File: src/include/mdc_consts.svh
// constants of the motor driver serial port
`ifndef MDC_CONSTS_SVH
`define MDC_CONSTS_SVH
`define MDC_CLK_MHZ 125
`define MDC_CLR_MIN_US 20
`define MDC_CLR_MAX_US 40
`define MDC_OFF_MAX_US 120
`define MDC_WAKE_US 100
`define MDC_FRAME_BITS 11'h010
`define MDC_ZERO_BIT 15
`define MDC_RW_BIT 14
`define MDC_ADDR_HI 13
`define MDC_ADDR_LO 9
`define MDC_STAT_TOP 2'h3
`define MDC_HDR_TOP 2'h2
`define MDC_HDR_CLR_BIT 5
`define MDC_REG_RESET 8'h00
`endif

File: src/include/mdc_pkg.sv
// types of the motor driver serial port
package mdc_pkg;
  typedef enum logic [2:0] {
    MDC_CH_STAT,
    MDC_CH_HEADER_BYTE_TWO,
    MDC_CH_ADDR,
    MDC_CH_DATA,
    MDC_CH_DONE,
    MDC_CH_BAD
  } mdc_chain_t;
endpackage : mdc_pkg

File: src/logic/mdc_spi.sv
// motor driver serial port with daisy chain, sleep pulse and write fifo
`timescale 1ns/1ns
`default_nettype none
`include "mdc_consts.svh"

module mdc_fifo #(
  parameter int WIDTH = 13,
  parameter int DEPTH = 4
) (
  input wire logic core_clk,
  input wire logic rst,
  input wire logic in_valid,
  input wire logic [WIDTH-1:0] in_data,
  output logic in_ready,
  output logic out_valid,
  output logic [WIDTH-1:0] out_data,
  input wire logic out_ready
);
  localparam int PW = $clog2(DEPTH);
  localparam int CW = $clog2(DEPTH + 1);
  localparam logic [CW-1:0] FULL = CW'(DEPTH);
  logic [WIDTH-1:0] mem [DEPTH];
  logic [PW-1:0] wr_ptr;
  logic [PW-1:0] rd_ptr;
  logic [CW-1:0] count;
  logic push;
  logic pop;
  assign in_ready = count != FULL;
  assign out_valid = count != '0;
  assign out_data = mem[rd_ptr];
  assign push = in_valid && in_ready;
  assign pop = out_valid && out_ready;
  always_ff @(posedge core_clk) begin
    if (push) begin
      mem[wr_ptr] <= in_data;
    end
  end
  always_ff @(posedge core_clk or posedge rst) begin
    if (rst) begin
      wr_ptr <= '0;
      rd_ptr <= '0;
      count <= '0;
    end else begin
      if (push) begin
        wr_ptr <= PW'(wr_ptr + 1'b1);
      end
      if (pop) begin
        rd_ptr <= PW'(rd_ptr + 1'b1);
      end
      if (push && !pop) begin
        count <= CW'(count + 1'b1);
      end else if (pop && !push) begin
        count <= CW'(count - 1'b1);
      end
    end
  end
endmodule : mdc_fifo

// What this block does
// - active only when awake, enabled, supply good
// - sleep low 20 to 40 us clears faults
// - sleep low 40 to 120 us also clears
// - sleep pulse clears port faults and pulses fault_clear, like the clear bit
// - input frame: zero, rw, address, ignored, data
// - output frame: 11, six flags, register byte
// - write returns register value before the write
// - read returns current register value
// - deselected: ignore clock, output released
// - sample on falling, launch on rising
// - most significant bit first everywhere
// - wrong bit count: error, word discarded
// - chain returns status, headers, then reports
// - header clear bit clears faults at deselect
// - six-bit chain length, at most 63
// - status byte starts 11 then flags
// - position from status count, own bytes latched
// - chained address and data as single frames
// - protocol error latches, pulls fault pin low
// - sleep low for 120 us or more disables serial port
module mdc_spi #(
  parameter int CLR_MAX_CYC = `MDC_CLR_MAX_US * `MDC_CLK_MHZ,
  parameter int OFF_CYC = `MDC_OFF_MAX_US * `MDC_CLK_MHZ,
  parameter int WAKE_CYC = `MDC_WAKE_US * `MDC_CLK_MHZ
) (
  input wire logic core_clk,
  input wire logic rst,
  input wire logic sclk,
  input wire logic chip_select_low,
  input wire logic sdi,
  input wire logic sleep_n_pin,
  input wire logic enable_pin,
  input wire logic motor_supply_ok,
  input wire logic chain_mode,
  input wire logic clear_fault_bit,
  input wire logic supply_undervoltage_flag,
  input wire logic pump_undervoltage_flag,
  input wire logic overcurrent_flag,
  input wire logic stall_flag,
  input wire logic thermal_flag,
  input wire logic open_load_flag,
  input wire logic wr_ready,
  output logic sdo,
  output logic sdo_oe,
  output logic active_mode,
  output logic protocol_error,
  output logic fault_out_low,
  output logic fault_clear,
  output logic wr_valid,
  output logic [4:0] wr_addr,
  output logic [7:0] wr_data
);
  localparam int CLR_MIN_CYC = `MDC_CLR_MIN_US * `MDC_CLK_MHZ;

  function automatic logic pick_bit(input logic [7:0] b, input logic [2:0] i);
    pick_bit = b[3'h7 - i];
  endfunction : pick_bit

  logic [2:0] sclk_q;
  logic [2:0] cs_q;
  logic [1:0] sdi_q;
  logic [2:0] sleep_q;
  logic [1:0] en_q;
  logic [1:0] vm_q;
  always_ff @(posedge core_clk or posedge rst) begin
    if (rst) begin
      sclk_q <= 3'h0;
      cs_q <= 3'h7;
      sdi_q <= 2'h0;
      sleep_q <= 3'h0;
      en_q <= 2'h0;
      vm_q <= 2'h0;
    end else begin
      sclk_q <= {sclk_q[1:0], sclk};
      cs_q <= {cs_q[1:0], chip_select_low};
      sdi_q <= {sdi_q[0], sdi};
      sleep_q <= {sleep_q[1:0], sleep_n_pin};
      en_q <= {en_q[0], enable_pin};
      vm_q <= {vm_q[0], motor_supply_ok};
    end
  end

  logic sck_rise;
  logic sck_fall;
  logic cs_fall;
  logic cs_rise;
  logic sleep_rise;
  assign sck_rise = sclk_q[1] && !sclk_q[2];
  assign sck_fall = !sclk_q[1] && sclk_q[2];
  assign cs_fall = !cs_q[1] && cs_q[2];
  assign cs_rise = cs_q[1] && !cs_q[2];
  assign sleep_rise = sleep_q[1] && !sleep_q[2];

  // sleep pin timing, wake delay and mode
  logic [15:0] low_cnt;
  logic [15:0] wake_cnt;
  logic asleep;
  logic slp_clr;
  always_ff @(posedge core_clk or posedge rst) begin
    if (rst) begin
      low_cnt <= 16'h0000;
      wake_cnt <= 16'h0000;
      asleep <= 1'b1;
      slp_clr <= 1'b0;
      active_mode <= 1'b0;
    end else begin
      slp_clr <= sleep_rise && low_cnt >= 16'(CLR_MIN_CYC) && low_cnt < 16'(OFF_CYC);
      if (!sleep_q[1]) begin
        if (low_cnt != 16'hFFFF) begin
          low_cnt <= 16'(low_cnt + 1'b1);
        end
        if (low_cnt >= 16'(OFF_CYC)) begin
          asleep <= 1'b1;
        end
        wake_cnt <= 16'h0000;
      end else begin
        low_cnt <= 16'h0000;
        if (asleep) begin
          if (wake_cnt >= 16'(WAKE_CYC - 1)) begin
            asleep <= 1'b0;
          end else begin
            wake_cnt <= 16'(wake_cnt + 1'b1);
          end
        end
      end
      active_mode <= !asleep && sleep_q[1] && en_q[1] && vm_q[1];
    end
  end

  // serial frame engine
  logic [7:0] regs [32];
  logic [5:0] flags;
  logic frame;
  logic edge_bad;
  logic [10:0] bitcnt;
  logic [15:0] rx;
  logic [7:0] dly;
  logic [7:0] st;
  logic [7:0] rpt;
  logic [7:0] my_cmd;
  logic [7:0] my_dat;
  logic [5:0] pos;
  logic [5:0] nchain;
  logic [5:0] bidx;
  logic [7:0] dslot;
  logic [7:0] tot;
  logic hdr_clr;
  logic chain_clr;
  logic err_evt;
  mdc_pkg::mdc_chain_t state;
  logic [7:0] nb;
  logic [10:0] j;
  logic [15:0] cmd;
  logic frame_ok;
  logic push;
  logic fifo_ready;
  assign flags = {supply_undervoltage_flag, pump_undervoltage_flag, overcurrent_flag,
                  stall_flag, thermal_flag, open_load_flag};
  assign nb = {rx[6:0], sdi_q[1]};
  assign j = 11'(bitcnt + 1'b1);
  assign cmd = chain_mode ? {my_cmd, my_dat} : rx;
  assign frame_ok = !edge_bad && !sclk_q[1] && !cmd[`MDC_ZERO_BIT] &&
                    (chain_mode ? (state == mdc_pkg::MDC_CH_DONE && bitcnt == {tot, 3'h0})
                                : bitcnt == `MDC_FRAME_BITS);
  assign push = frame && cs_rise && frame_ok && !cmd[`MDC_RW_BIT] && fifo_ready;

  always_ff @(posedge core_clk or posedge rst) begin
    if (rst) begin
      frame <= 1'b0;
      edge_bad <= 1'b0;
      bitcnt <= 11'h000;
      rx <= 16'h0000;
      dly <= 8'h00;
      st <= 8'h00;
      rpt <= 8'h00;
      sdo <= 1'b0;
      sdo_oe <= 1'b0;
      err_evt <= 1'b0;
      chain_clr <= 1'b0;
    end else begin
      err_evt <= 1'b0;
      chain_clr <= 1'b0;
      if (asleep || (cs_rise && frame)) begin
        frame <= 1'b0;
        sdo_oe <= 1'b0;
        if (!asleep) begin
          err_evt <= !frame_ok || (!cmd[`MDC_RW_BIT] && !fifo_ready);
          chain_clr <= frame_ok && chain_mode && hdr_clr;
        end
      end else if (cs_fall) begin
        frame <= 1'b1;
        edge_bad <= sclk_q[1];
        bitcnt <= 11'h000;
        st <= {`MDC_STAT_TOP, flags};
        sdo <= 1'b1;
        sdo_oe <= 1'b1;
      end else if (frame && sck_fall) begin
        if (bitcnt != 11'h7FF) begin
          bitcnt <= 11'(bitcnt + 1'b1);
        end
        rx <= {rx[14:0], sdi_q[1]};
        dly <= {dly[6:0], sdi_q[1]};
        if (!chain_mode && bitcnt == 11'h006) begin
          rpt <= regs[nb[4:0]];
        end else if (chain_mode && state == mdc_pkg::MDC_CH_ADDR && bitcnt[2:0] == 3'h6 && bidx == pos) begin
          rpt <= regs[nb[4:0]];
        end
      end else if (frame && sck_rise) begin
        if (j < 11'h008) begin
          sdo <= pick_bit(st, j[2:0]);
        end else if (!chain_mode) begin
          sdo <= j < `MDC_FRAME_BITS ? pick_bit(rpt, j[2:0]) : 1'b0;
        end else begin
          sdo <= j[10:3] == dslot ? pick_bit(rpt, j[2:0]) : dly[6];
        end
      end
    end
  end

  // daisy chain byte parser
  always_ff @(posedge core_clk or posedge rst) begin
    if (rst) begin
      state <= mdc_pkg::MDC_CH_STAT;
      pos <= 6'h00;
      nchain <= 6'h00;
      bidx <= 6'h00;
      dslot <= 8'h00;
      tot <= 8'h00;
      hdr_clr <= 1'b0;
      my_cmd <= 8'h00;
      my_dat <= 8'h00;
    end else if (cs_fall) begin
      state <= mdc_pkg::MDC_CH_STAT;
      pos <= 6'h00;
      bidx <= 6'h00;
      hdr_clr <= 1'b0;
    end else if (frame && sck_fall && bitcnt[2:0] == 3'h7) begin
      unique case (state)
        mdc_pkg::MDC_CH_STAT: begin
          if (nb[7:6] == `MDC_STAT_TOP) begin
            pos <= 6'(pos + 1'b1);
          end else if (nb[7:6] == `MDC_HDR_TOP) begin
            hdr_clr <= nb[`MDC_HDR_CLR_BIT];
            state <= mdc_pkg::MDC_CH_HEADER_BYTE_TWO;
          end else begin
            state <= mdc_pkg::MDC_CH_BAD;
          end
        end
        mdc_pkg::MDC_CH_HEADER_BYTE_TWO: begin
          nchain <= nb[5:0];
          dslot <= 8'({2'h0, pos} + {2'h0, pos} + 8'h03);
          tot <= 8'({2'h0, pos} + {1'h0, nb[5:0], 1'h0} + 8'h02);
          state <= (nb[7:6] != `MDC_HDR_TOP || nb[5:0] == 6'h00 || nb[5:0] <= pos) ?
                   mdc_pkg::MDC_CH_BAD : mdc_pkg::MDC_CH_ADDR;
        end
        mdc_pkg::MDC_CH_ADDR: begin
          if (bidx == pos) begin
            my_cmd <= nb;
          end
          bidx <= bidx == 6'(nchain - 1'b1) ? 6'h00 : 6'(bidx + 1'b1);
          if (bidx == 6'(nchain - 1'b1)) begin
            state <= mdc_pkg::MDC_CH_DATA;
          end
        end
        mdc_pkg::MDC_CH_DATA: begin
          if (bidx == pos) begin
            my_dat <= nb;
          end
          bidx <= 6'(bidx + 1'b1);
          if (bidx == 6'(nchain - 1'b1)) begin
            state <= mdc_pkg::MDC_CH_DONE;
          end
        end
        mdc_pkg::MDC_CH_DONE: begin
          state <= mdc_pkg::MDC_CH_BAD;
        end
        mdc_pkg::MDC_CH_BAD: begin
          state <= mdc_pkg::MDC_CH_BAD;
        end
      endcase
    end
  end

  // fault latch and fault pin
  always_ff @(posedge core_clk or posedge rst) begin
    if (rst) begin
      fault_clear <= 1'b0;
      protocol_error <= 1'b0;
      fault_out_low <= 1'b1;
    end else begin
      fault_clear <= clear_fault_bit || slp_clr || chain_clr;
      if (err_evt) begin
        protocol_error <= 1'b1;
      end else if (fault_clear) begin
        protocol_error <= 1'b0;
      end
      fault_out_low <= !(protocol_error || (|flags));
    end
  end

  // write fifo and register update
  logic f_valid;
  logic [12:0] f_data;
  logic f_pop;
  assign f_pop = f_valid && (!wr_valid || wr_ready);
  mdc_fifo #(.WIDTH(13), .DEPTH(4)) u_fifo (
    .core_clk(core_clk),
    .rst(rst),
    .in_valid(push),
    .in_data({cmd[`MDC_ADDR_HI:`MDC_ADDR_LO], cmd[7:0]}),
    .in_ready(fifo_ready),
    .out_valid(f_valid),
    .out_data(f_data),
    .out_ready(!wr_valid || wr_ready)
  );
  always_ff @(posedge core_clk or posedge rst) begin
    if (rst) begin
      wr_valid <= 1'b0;
      wr_addr <= 5'h00;
      wr_data <= 8'h00;
      for (int i = 0; i < 32; i++) begin
        regs[i] <= `MDC_REG_RESET;
      end
    end else begin
      if (f_pop) begin
        wr_valid <= 1'b1;
        wr_addr <= f_data[12:8];
        wr_data <= f_data[7:0];
        regs[f_data[12:8]] <= f_data[7:0];
      end else if (wr_ready) begin
        wr_valid <= 1'b0;
      end
    end
  end
endmodule : mdc_spi
`default_nettype wire

File: config.mk
export PLATFORM = sky130hd
export DESIGN_NAME = mdc_spi
export DESIGN_NICKNAME = d
export VERILOG_FILES = /design/src/include/mdc_pkg.sv /design/src/logic/mdc_spi.sv
export VERILOG_INCLUDE_DIRS = /design/src /design/src/include
export SDC_FILE = /design/constraint.sdc
export NUM_CORES = 1
export LEC_CHECK = 0
export BUFFER_PORTS_ARGS = -buffer_cell sky130_fd_sc_hd__buf_2
export CAP_MARGIN = 25
export CELL_PAD_IN_SITES_DETAIL_PLACEMENT = 1
export CELL_PAD_IN_SITES_GLOBAL_PLACEMENT = 2
export CORE_ASPECT_RATIO = 0.5
export CORE_MARGIN = 2
export CORE_UTILIZATION = 30
export DETAILED_ROUTE_END_ITERATION = 16
export PLACE_DENSITY = 0.54
export SYNTH_ARGS = -nofsm -noshare
export SYNTH_HDL_FRONTEND = slang
export SYNTH_SLANG_ARGS = --single-unit
File: constraint.sdc
create_clock -name core_clk -period 21.6 [get_ports core_clk]
set_input_delay 1.08 -clock core_clk [delete_from_list [all_inputs] [get_ports core_clk]]
set_output_delay 1.08 -clock core_clk [all_outputs]
set_load 0.01 [all_outputs]
==> impl_results.md, run 1 <==
- Sequential group share of total power: 0.459
- Top FF cell, synth: dfrtp_1
- Worst-path clk slew: 0.06 ns
- Vias per inst: roughly 5.1
- Final Max Tran Viols: 0
- Largest family of logic cells by synthesized area: multiplexers
- P per Cell Area: roughly 100 nW/µm²
- Final Hold Vio Count: 0
- Required @ worst endpoint: 22.12 ns
- Switch share: 0.2763
- Total Routing Usage GR: 0.1611
- Io pins: 37
- Synth top area cells: dfrtp_1 (47%), mux2_2 (16%), mux4_2 (9.6%), edfxtp_1 (6.9%), xnor2_1 (2.0%)
- Die H: 197.6 µm
- Number of port buffers: 36
- P_sw: 0.7222 mW
- RSZ-0062 raised after global routing: false
- Fmax: 280.8 MHz
- Post-synthesis cell type count: 69
- Drt first pass iters: 5
- FILL cells: 7,646
- Comb pwr share: 0.194
- Post-CTS Resized: 0
- Clock power frac: 0.347
- Min-delay worst type: flip-flop to flip-flop
- Setup TNS: 0 ns
- Post-synthesis instance total: 1,613
- P_int: 1.891 mW
- Footprint of the multi-input gates: 9627 µm²
- Vias in the first global route: 14.95k
- Max FO, Critical Path: 22
- Drc violations: 0
- Post-Layout Inst Area: 25,420 µm²
- Yosys warnings: 0
- Register Area: 12,330 µm²
- Fin nets: between 1.5k and 2k
- Worst Clk Skew: 0.01988 ns
- R2R Setup Slk: ~18 ns
- Cts bufs inserted: 49
- DRT Wirelength: about 60 mm
- # rows: 70
- Antenna Nets Post-Route: 0
- DR iter-0 viols: approximately 620
- Compound-Gate Fraction of Synth Area: 0.03439
- Starting Density: 0.3056
- Area delta synth->final: 13.08%
- Avg Inst Size Synth: 13.94 µm²
- Synth Register Bits: 482
- Post-synthesis simple-gate area fraction: 0.07763
- Die X: 391.2 µm
- H-tree depth: 2
- Drt wl/cell: 22.87 µm
- Outcome: finished, final reports clean
- Synth Area in XOR/XNOR: 0.02927
- Commonest cells after routing, fill and taps aside: dfrtp_1 (422), mux2_2 (315), nand2_1 (100)
- Max rail drop VDD: 0.05566 mV
- Leak: 11.07 nW
- Dpl hpwl: 39.69 mm
- Clock root buffer: clkbuf_16
- EDFF count, synth: 52
- Seq/Total Area, Yosys: 0.5483
- Clk sinks: 482
- Post-synth ARST share: 0.8921
- Vias: 13.39k
- Endpoint class of the critical path: flip-flop
- Final period utilization: 0.1649
- Most common cell after layout, fill and taps aside: dfrtp_1
- Worst-Skew Late Latency: 0.60 ns
- Setup violations, final: 0
- Mux share of post-synthesis cell area: 0.2679
- Synth area leader: dfrtp_1
- Largest net degree at the start of global routing: 166
- Clock Path Buffers: 3
- Worst Tran Pin Value: approximately 0.98 ns
- Post-DP Area: approximately 24,000 µm²
- Synth top area share: 0.4730
- Post-synthesis net count: 1,663
- CTS Hold Buffers Added: 0
- Gpl congestion: approximately 0.75
- CTS tree: yes
- Share of cells above drive strength 1: 0.3459
- First-pass GRT wire length: 94.54 mm
- Die area: 77,280 µm²
- Mapped Area: 22,480 µm²
- Post-CTS Setup Inserts: 0
- Antenna violations before repair: 6
- GRT overflow: 0
- Core area: between 70,000 and 80,000 µm²
- Adder-cell area share of the yosys netlist: 0.01903
- Rel. slew slack: 0.3480
- Setup crit start kind: input port
- Maxcap violations: 0
- Final min period: 3.561 ns
- Crit path DAT: 4.08 ns
- WS Path Type: input port to flip-flop
[sequential cells by signal (all words and copies together) (netlist names), 7 cells and up]
signal      flops
tot             8
bitcnt         11
low_cnt        16
my_cmd          7
my_dat          8
regs          256
rx             16
dslot           8
rpt             8
u_fifo.mem     52
st              7
wake_cnt       16
wr_data         8
[per-stage QoR]
stage | power (mW) | hold WS (ns) | setup slack, ns | cells | util
2_1_floorplan | 1.563 | 0.3312 | 8.553 | 1613 | -
3_3_place_gp | 1.698 | 0.3351 | 17.41 | 2543 | 0.3209
3_5_place_dp | 1.735 | 0.3371 | 17.34 | 2543 | 0.3209
4_1_cts | 2.660 | 0.3273 | 17.77 | 2633 | 0.3440
5_1_grt | 2.753 | 0.3409 | 17.60 | 2637 | 0.3455
6_report | 2.614 | 0.3358 | 18.04 | 2638 | 0.3456
[critical path, stage by stage]
cell and delay (ns):
buf_2 0.42, nand4b_1 0.16, o31ai_1 0.33, nand4_1 0.23, nor4b_2 0.68, ha_1 0.31
inv_1 0.07, fa_1 0.38, xor2_1 0.15, nor2_1 0.12, xor2_1 0.15
[metal layers]
metal | track usage | wire length (µm) | part of all wire | vias up
li1 | - | - | - | 5927
met1 | 0.2197 | 28490 | 0.47 | 7247
met2 | 0.2681 | 29040 | 0.48 | 141
met3 | 0.02567 | 1575 | 0.026 | 75
met4 | 0.04090 | 1216 | 0.020 | 0
met5 | 0 | 0 | 0 | -
[cell usage after synthesis, types with 5 or more instances]
cell type	n
a21oi_1	25
mux2_2	315
xor2_1	19
nand4_1	12
nand4b_1	5
ha_1	31
and3_1	11
nand3_1	21
mux4_2	96
nor2b_1	11
mux2_1	18
a31oi_1	6
nor2_2	12
nor4_1	23
and4_1	7
edfxtp_1	52
or3_1	6
nor3_1	20
inv_1	39
dfrtp_1	425
buf_1	5
nand2_1	100
o31ai_1	8
nor2_1	62
a21o_1	7
buf_2	11
mux2i_1	11
xnor2_1	51
o21ai_0	40
and2_1	12
nand2b_1	9
dfstp_2	5
clkbuf_1	69
[kinds of logic after synthesis]
logic type | count (synthesis)
adder cells (fa/ha/maj) | 33
AO/OA/AOI/OAI | 121
multiplexers | 440
flip-flops | 482
buffers and inverters | 129
AND/OR/NAND/NOR | 336
XOR/XNOR | 72
[power by group through the flow]
stage	sequential, mW	combinational, mW	clock [mW]
after CTS	1.20	0.516	0.941
after detailed placement	1.22	0.515	0
final	1.20	0.507	0.906
after global routing	1.23	0.550	0.976
after floorplan	1.17	0.390	0
after global placement	1.20	0.496	0
[cell type report]
| type | count | area share |
|---|---|---|
| antenna | 1 | 0.00009843 |
| clock buffer | 72 | 0.05763 |
| clock inverter | 18 | 0.009252 |
| inverter | 40 | 0.006201 |
| multi-input combinational | 1002 | 0.3787 |
| sequential | 482 | 0.4852 |
| tap | 972 | 0.04784 |
| timing repair buffer | 51 | 0.01516 |
[path summary, 6_finish.rpt]
kind | from | end | depth (start not counted)
setup / recovery | chain_mode | u_fifo.count[2] | 11
hold / removal | sleep_q[0] | sleep_q[1] | 0
setup reg to reg | bitcnt[0] | dslot[5] | 7
hold reg to reg | sleep_q[0] | sleep_q[1] | 0
max in group asynchronous | rst | cs_q[2] | 5
min in group asynchronous | rst | low_cnt[15] | 2
No activity file was read; power rests on OpenSTA's default activity.
==> inputs of run 2 (changes only) <==
Settings changed: PLACE_DENSITY 0.54 to 0.56.
Clock period 21.6 ns to 2.94 ns, I/O delays scaled along.
==> run 2 against run 1 <==
Register-to-register slack got worse by 18 ns. Largest power group unchanged. Final area rose by 4.2%. Cell count rose by 4.2%. Critical path depth rose by 1. Sequential power rose to 7.3 times the previous value. Critical endpoint unchanged. Count of clock-buffer cells in the layout fell by 11. Sequential share of layout area fell by 1.9 points. Total power rose to 7.6 times the previous value. Via count rose by 3.2%. Hold slack got worse by 0.17 ns. Largest cell class unchanged. Global-route usage rose by 0.29 points.
==> impl_results.md, run 2 (synthesis gave the netlist of run 1 again) <==
- Outcome: finished, final reports clean (unchanged)
- Commonest cells after routing, fill and taps aside: dfrtp_1 (419), mux2_2 (314), nand2_1 (100) (was dfrtp_1 (422), mux2_2 (315), nand2_1 (100))
- P_int: 14.24 mW (was 1.891 mW)
- Drt first pass iters: 4 (was 5)
- P_sw: 5.539 mW (was 0.7222 mW)
- Clock root buffer: clkbuf_16 (unchanged)
- Starting Density: 0.3056 (unchanged)
- Dpl hpwl: 42.11 mm (was 39.69 mm)
- Max FO, Critical Path: 4 (was 22)
- Worst Clk Skew: 0.02012 ns (was 0.01988 ns)
- Largest net degree at the start of global routing: 106 (was 166)
- Setup crit start kind: flip-flop (was input port)
- First-pass GRT wire length: 96.86 mm (was 94.54 mm)
- Die area: 77,280 µm² (unchanged)
- Gpl congestion: 0.7813 (was 0.7547)
- Vias: 13.83k (was 13.39k)
- Die X: 391.2 µm (unchanged)
- Finished Layout Cells: 2,749 (was 2,638)
- Sequential group share of total power: 0.445 (was 0.459)
- Setup TNS: 0 ns (unchanged)
- Number of flip-flops in the largest register: 256 (unchanged)
- Final core utilization: 0.3601 (was 0.3456)
- Clk sinks: 482 (unchanged)
- Worst-Skew Late Latency: 0.60 ns (about the same)
- Fmax: about 360 MHz
- Core area: 73,570 µm² (unchanged)
- Most common cell after layout, fill and taps aside: dfrtp_1 (unchanged)
- DRT Wirelength: 61.70 mm (was 60.33 mm)
- H-tree depth: 2 (unchanged)
- Cts bufs inserted: 48 (was 49)
- FILL cells: 7,629 (was 7,646)
- WS Path Type: flip-flop to flip-flop (was input port to flip-flop)
- Total Routing Usage GR: 0.1641 (was 0.1611)
- Comb pwr share: 0.212 (was 0.194)
- Top Registers: regs x256, u_fifo.mem x52 (unchanged)
- Final Hold Vio Count: 0 (unchanged)
- Switch share: 0.2800 (was 0.2763)
- Vias in the first global route: 15.43k (was 14.95k)
- DR iter-0 viols: 500 (was 619)
- P per Cell Area: 746.7 nW/µm² (was 102.8 nW/µm²)
- Final Max Tran Viols: 0 (unchanged)
- GRT overflow: 0 (unchanged)
- Vias per inst: 5.029 (was 5.076)
- CTS tree: yes (unchanged)
- Fin nets: 1,787 (was 1,676)
- Crit path DAT: 3.33 ns (was 4.08 ns)
- Final min period: roughly 2.8 ns
- Clock Path Buffers: 3 (unchanged)
- # rows: 70 (unchanged)
- Placed cell count: 2,639 (was 2,543)
- Rel. slew slack: 0.3699 (was 0.3480)
- Area delta synth->final: 17.82% (was 13.08%)
- Number of port buffers: 36 (unchanged)
- Antenna Nets Post-Route: 0 (unchanged)
- Leak: 11.68 nW (was 11.07 nW)
- Drc violations: 0 (unchanged)
- Worst-path clk slew: 0.07 ns (was 0.06 ns)
- Worst Tran Pin Value: 0.9416 ns (was 0.9781 ns)
- Min-delay worst type: input port to flip-flop (was flip-flop to flip-flop)
- Die H: 197.6 µm (unchanged)
- Clock power frac: 0.343 (was 0.347)
- Antenna violations before repair: 5 (was 6)
- Final period utilization: 0.9573
- Share of cells above drive strength 1: 0.3885 (was 0.3459)
- Maxcap violations: 0 (unchanged)
- Top reg by flops: regs (unchanged)
- RSZ-0062 raised after global routing: true (was false)
- Max rail drop VDD: 0.3686 mV (was 0.05566 mV)
- Setup violations, final: 0 (unchanged)
- Drt wl/cell: 22.44 µm (was 22.87 µm)
- Required @ worst endpoint: 3.46 ns (was 22.12 ns)
- Io pins: 37 (unchanged)
- Endpoint class of the critical path: flip-flop (unchanged)
## run 2: repair_timing
item	in CTS	in global routing
hold buffers	16	0
gates resized for setup	2	15
pin swaps	0	8
setup buffers	0	4
hold endpoints to repair	39	0
gates cloned	0	0
setup endpoints to repair	1	42
## run 2: layout make-up
class	count	area (µm²)	area share
Sequential cell	482	12340	0.4658
Multi-Input combinational cell	1002	9703	0.3663
Timing Repair Buffer	163	1361	0.05139
Clock buffer	61	1330	0.05021
Tap cell	972	1216	0.04591
Clock inverter	28	384.1	0.01450
Inverter	40	153.9	0.005810
Antenna cell	1	2.502	0.00009447
## run 2: stage by stage
stage                     total power, mW  hold slack [ns]  setup slack (ns)  cell area [µm²]
after CTS                           20.07           0.1357           0.04105            26390
after detailed placement            13.16           0.2575         0.0003673            24500
after global routing                20.76           0.1514          -0.06634            26490
after floorplan                     11.62           0.1515            -3.008            22490
after global placement              12.86           0.2375          -0.04458            24500
final                               19.78           0.1626            0.1255            26490
## run 2: final timing paths
path                            startpoint              end  slack, ns  cells past startpoint
worst max register to register   bitcnt[5]  u_fifo.count[2]       0.13                     12
worst min-delay path            chain_mode        chain_clr       0.16                      4
worst min register to register     vm_q[0]          vm_q[1]       0.35                      0
worst max-delay path             bitcnt[5]  u_fifo.count[2]       0.13                     12
max in group asynchronous              rst        bitcnt[5]       1.70                      4
min in group asynchronous              rst       low_cnt[0]       0.17                      3
## run 2: routing by layer
layer,GRT usage,up-vias,share of wire
li1,-,6148,-
met1,0.2205,7451,0.46
met2,0.2801,156,0.49
met3,0.02710,70,0.032
met4,0.03303,0,0.015
met5,0,-,0
## run 2: critical path: stages (launching register included)
cell	delay, ns
dfrtp_2	0.46
xnor2_2	0.16
nand4_1	0.14
o31ai_2	0.31
buf_4	0.16
nand4_1	0.15
nor4b_4	0.34
ha_2	0.23
inv_2	0.04
fa_2	0.33
xor2_1	0.15
nor2_1	0.14
xor2_1	0.15
## run 2: power groups by stage
stage	clock [mW]	combinational, mW	sequential [mW]
after floorplan	0	2.94	8.67
after global placement	0	4.06	8.80
after detailed placement	0	4.22	8.94
after CTS	7.01	4.25	8.81
after global routing	7.27	4.52	8.98
final	6.78	4.19	8.81
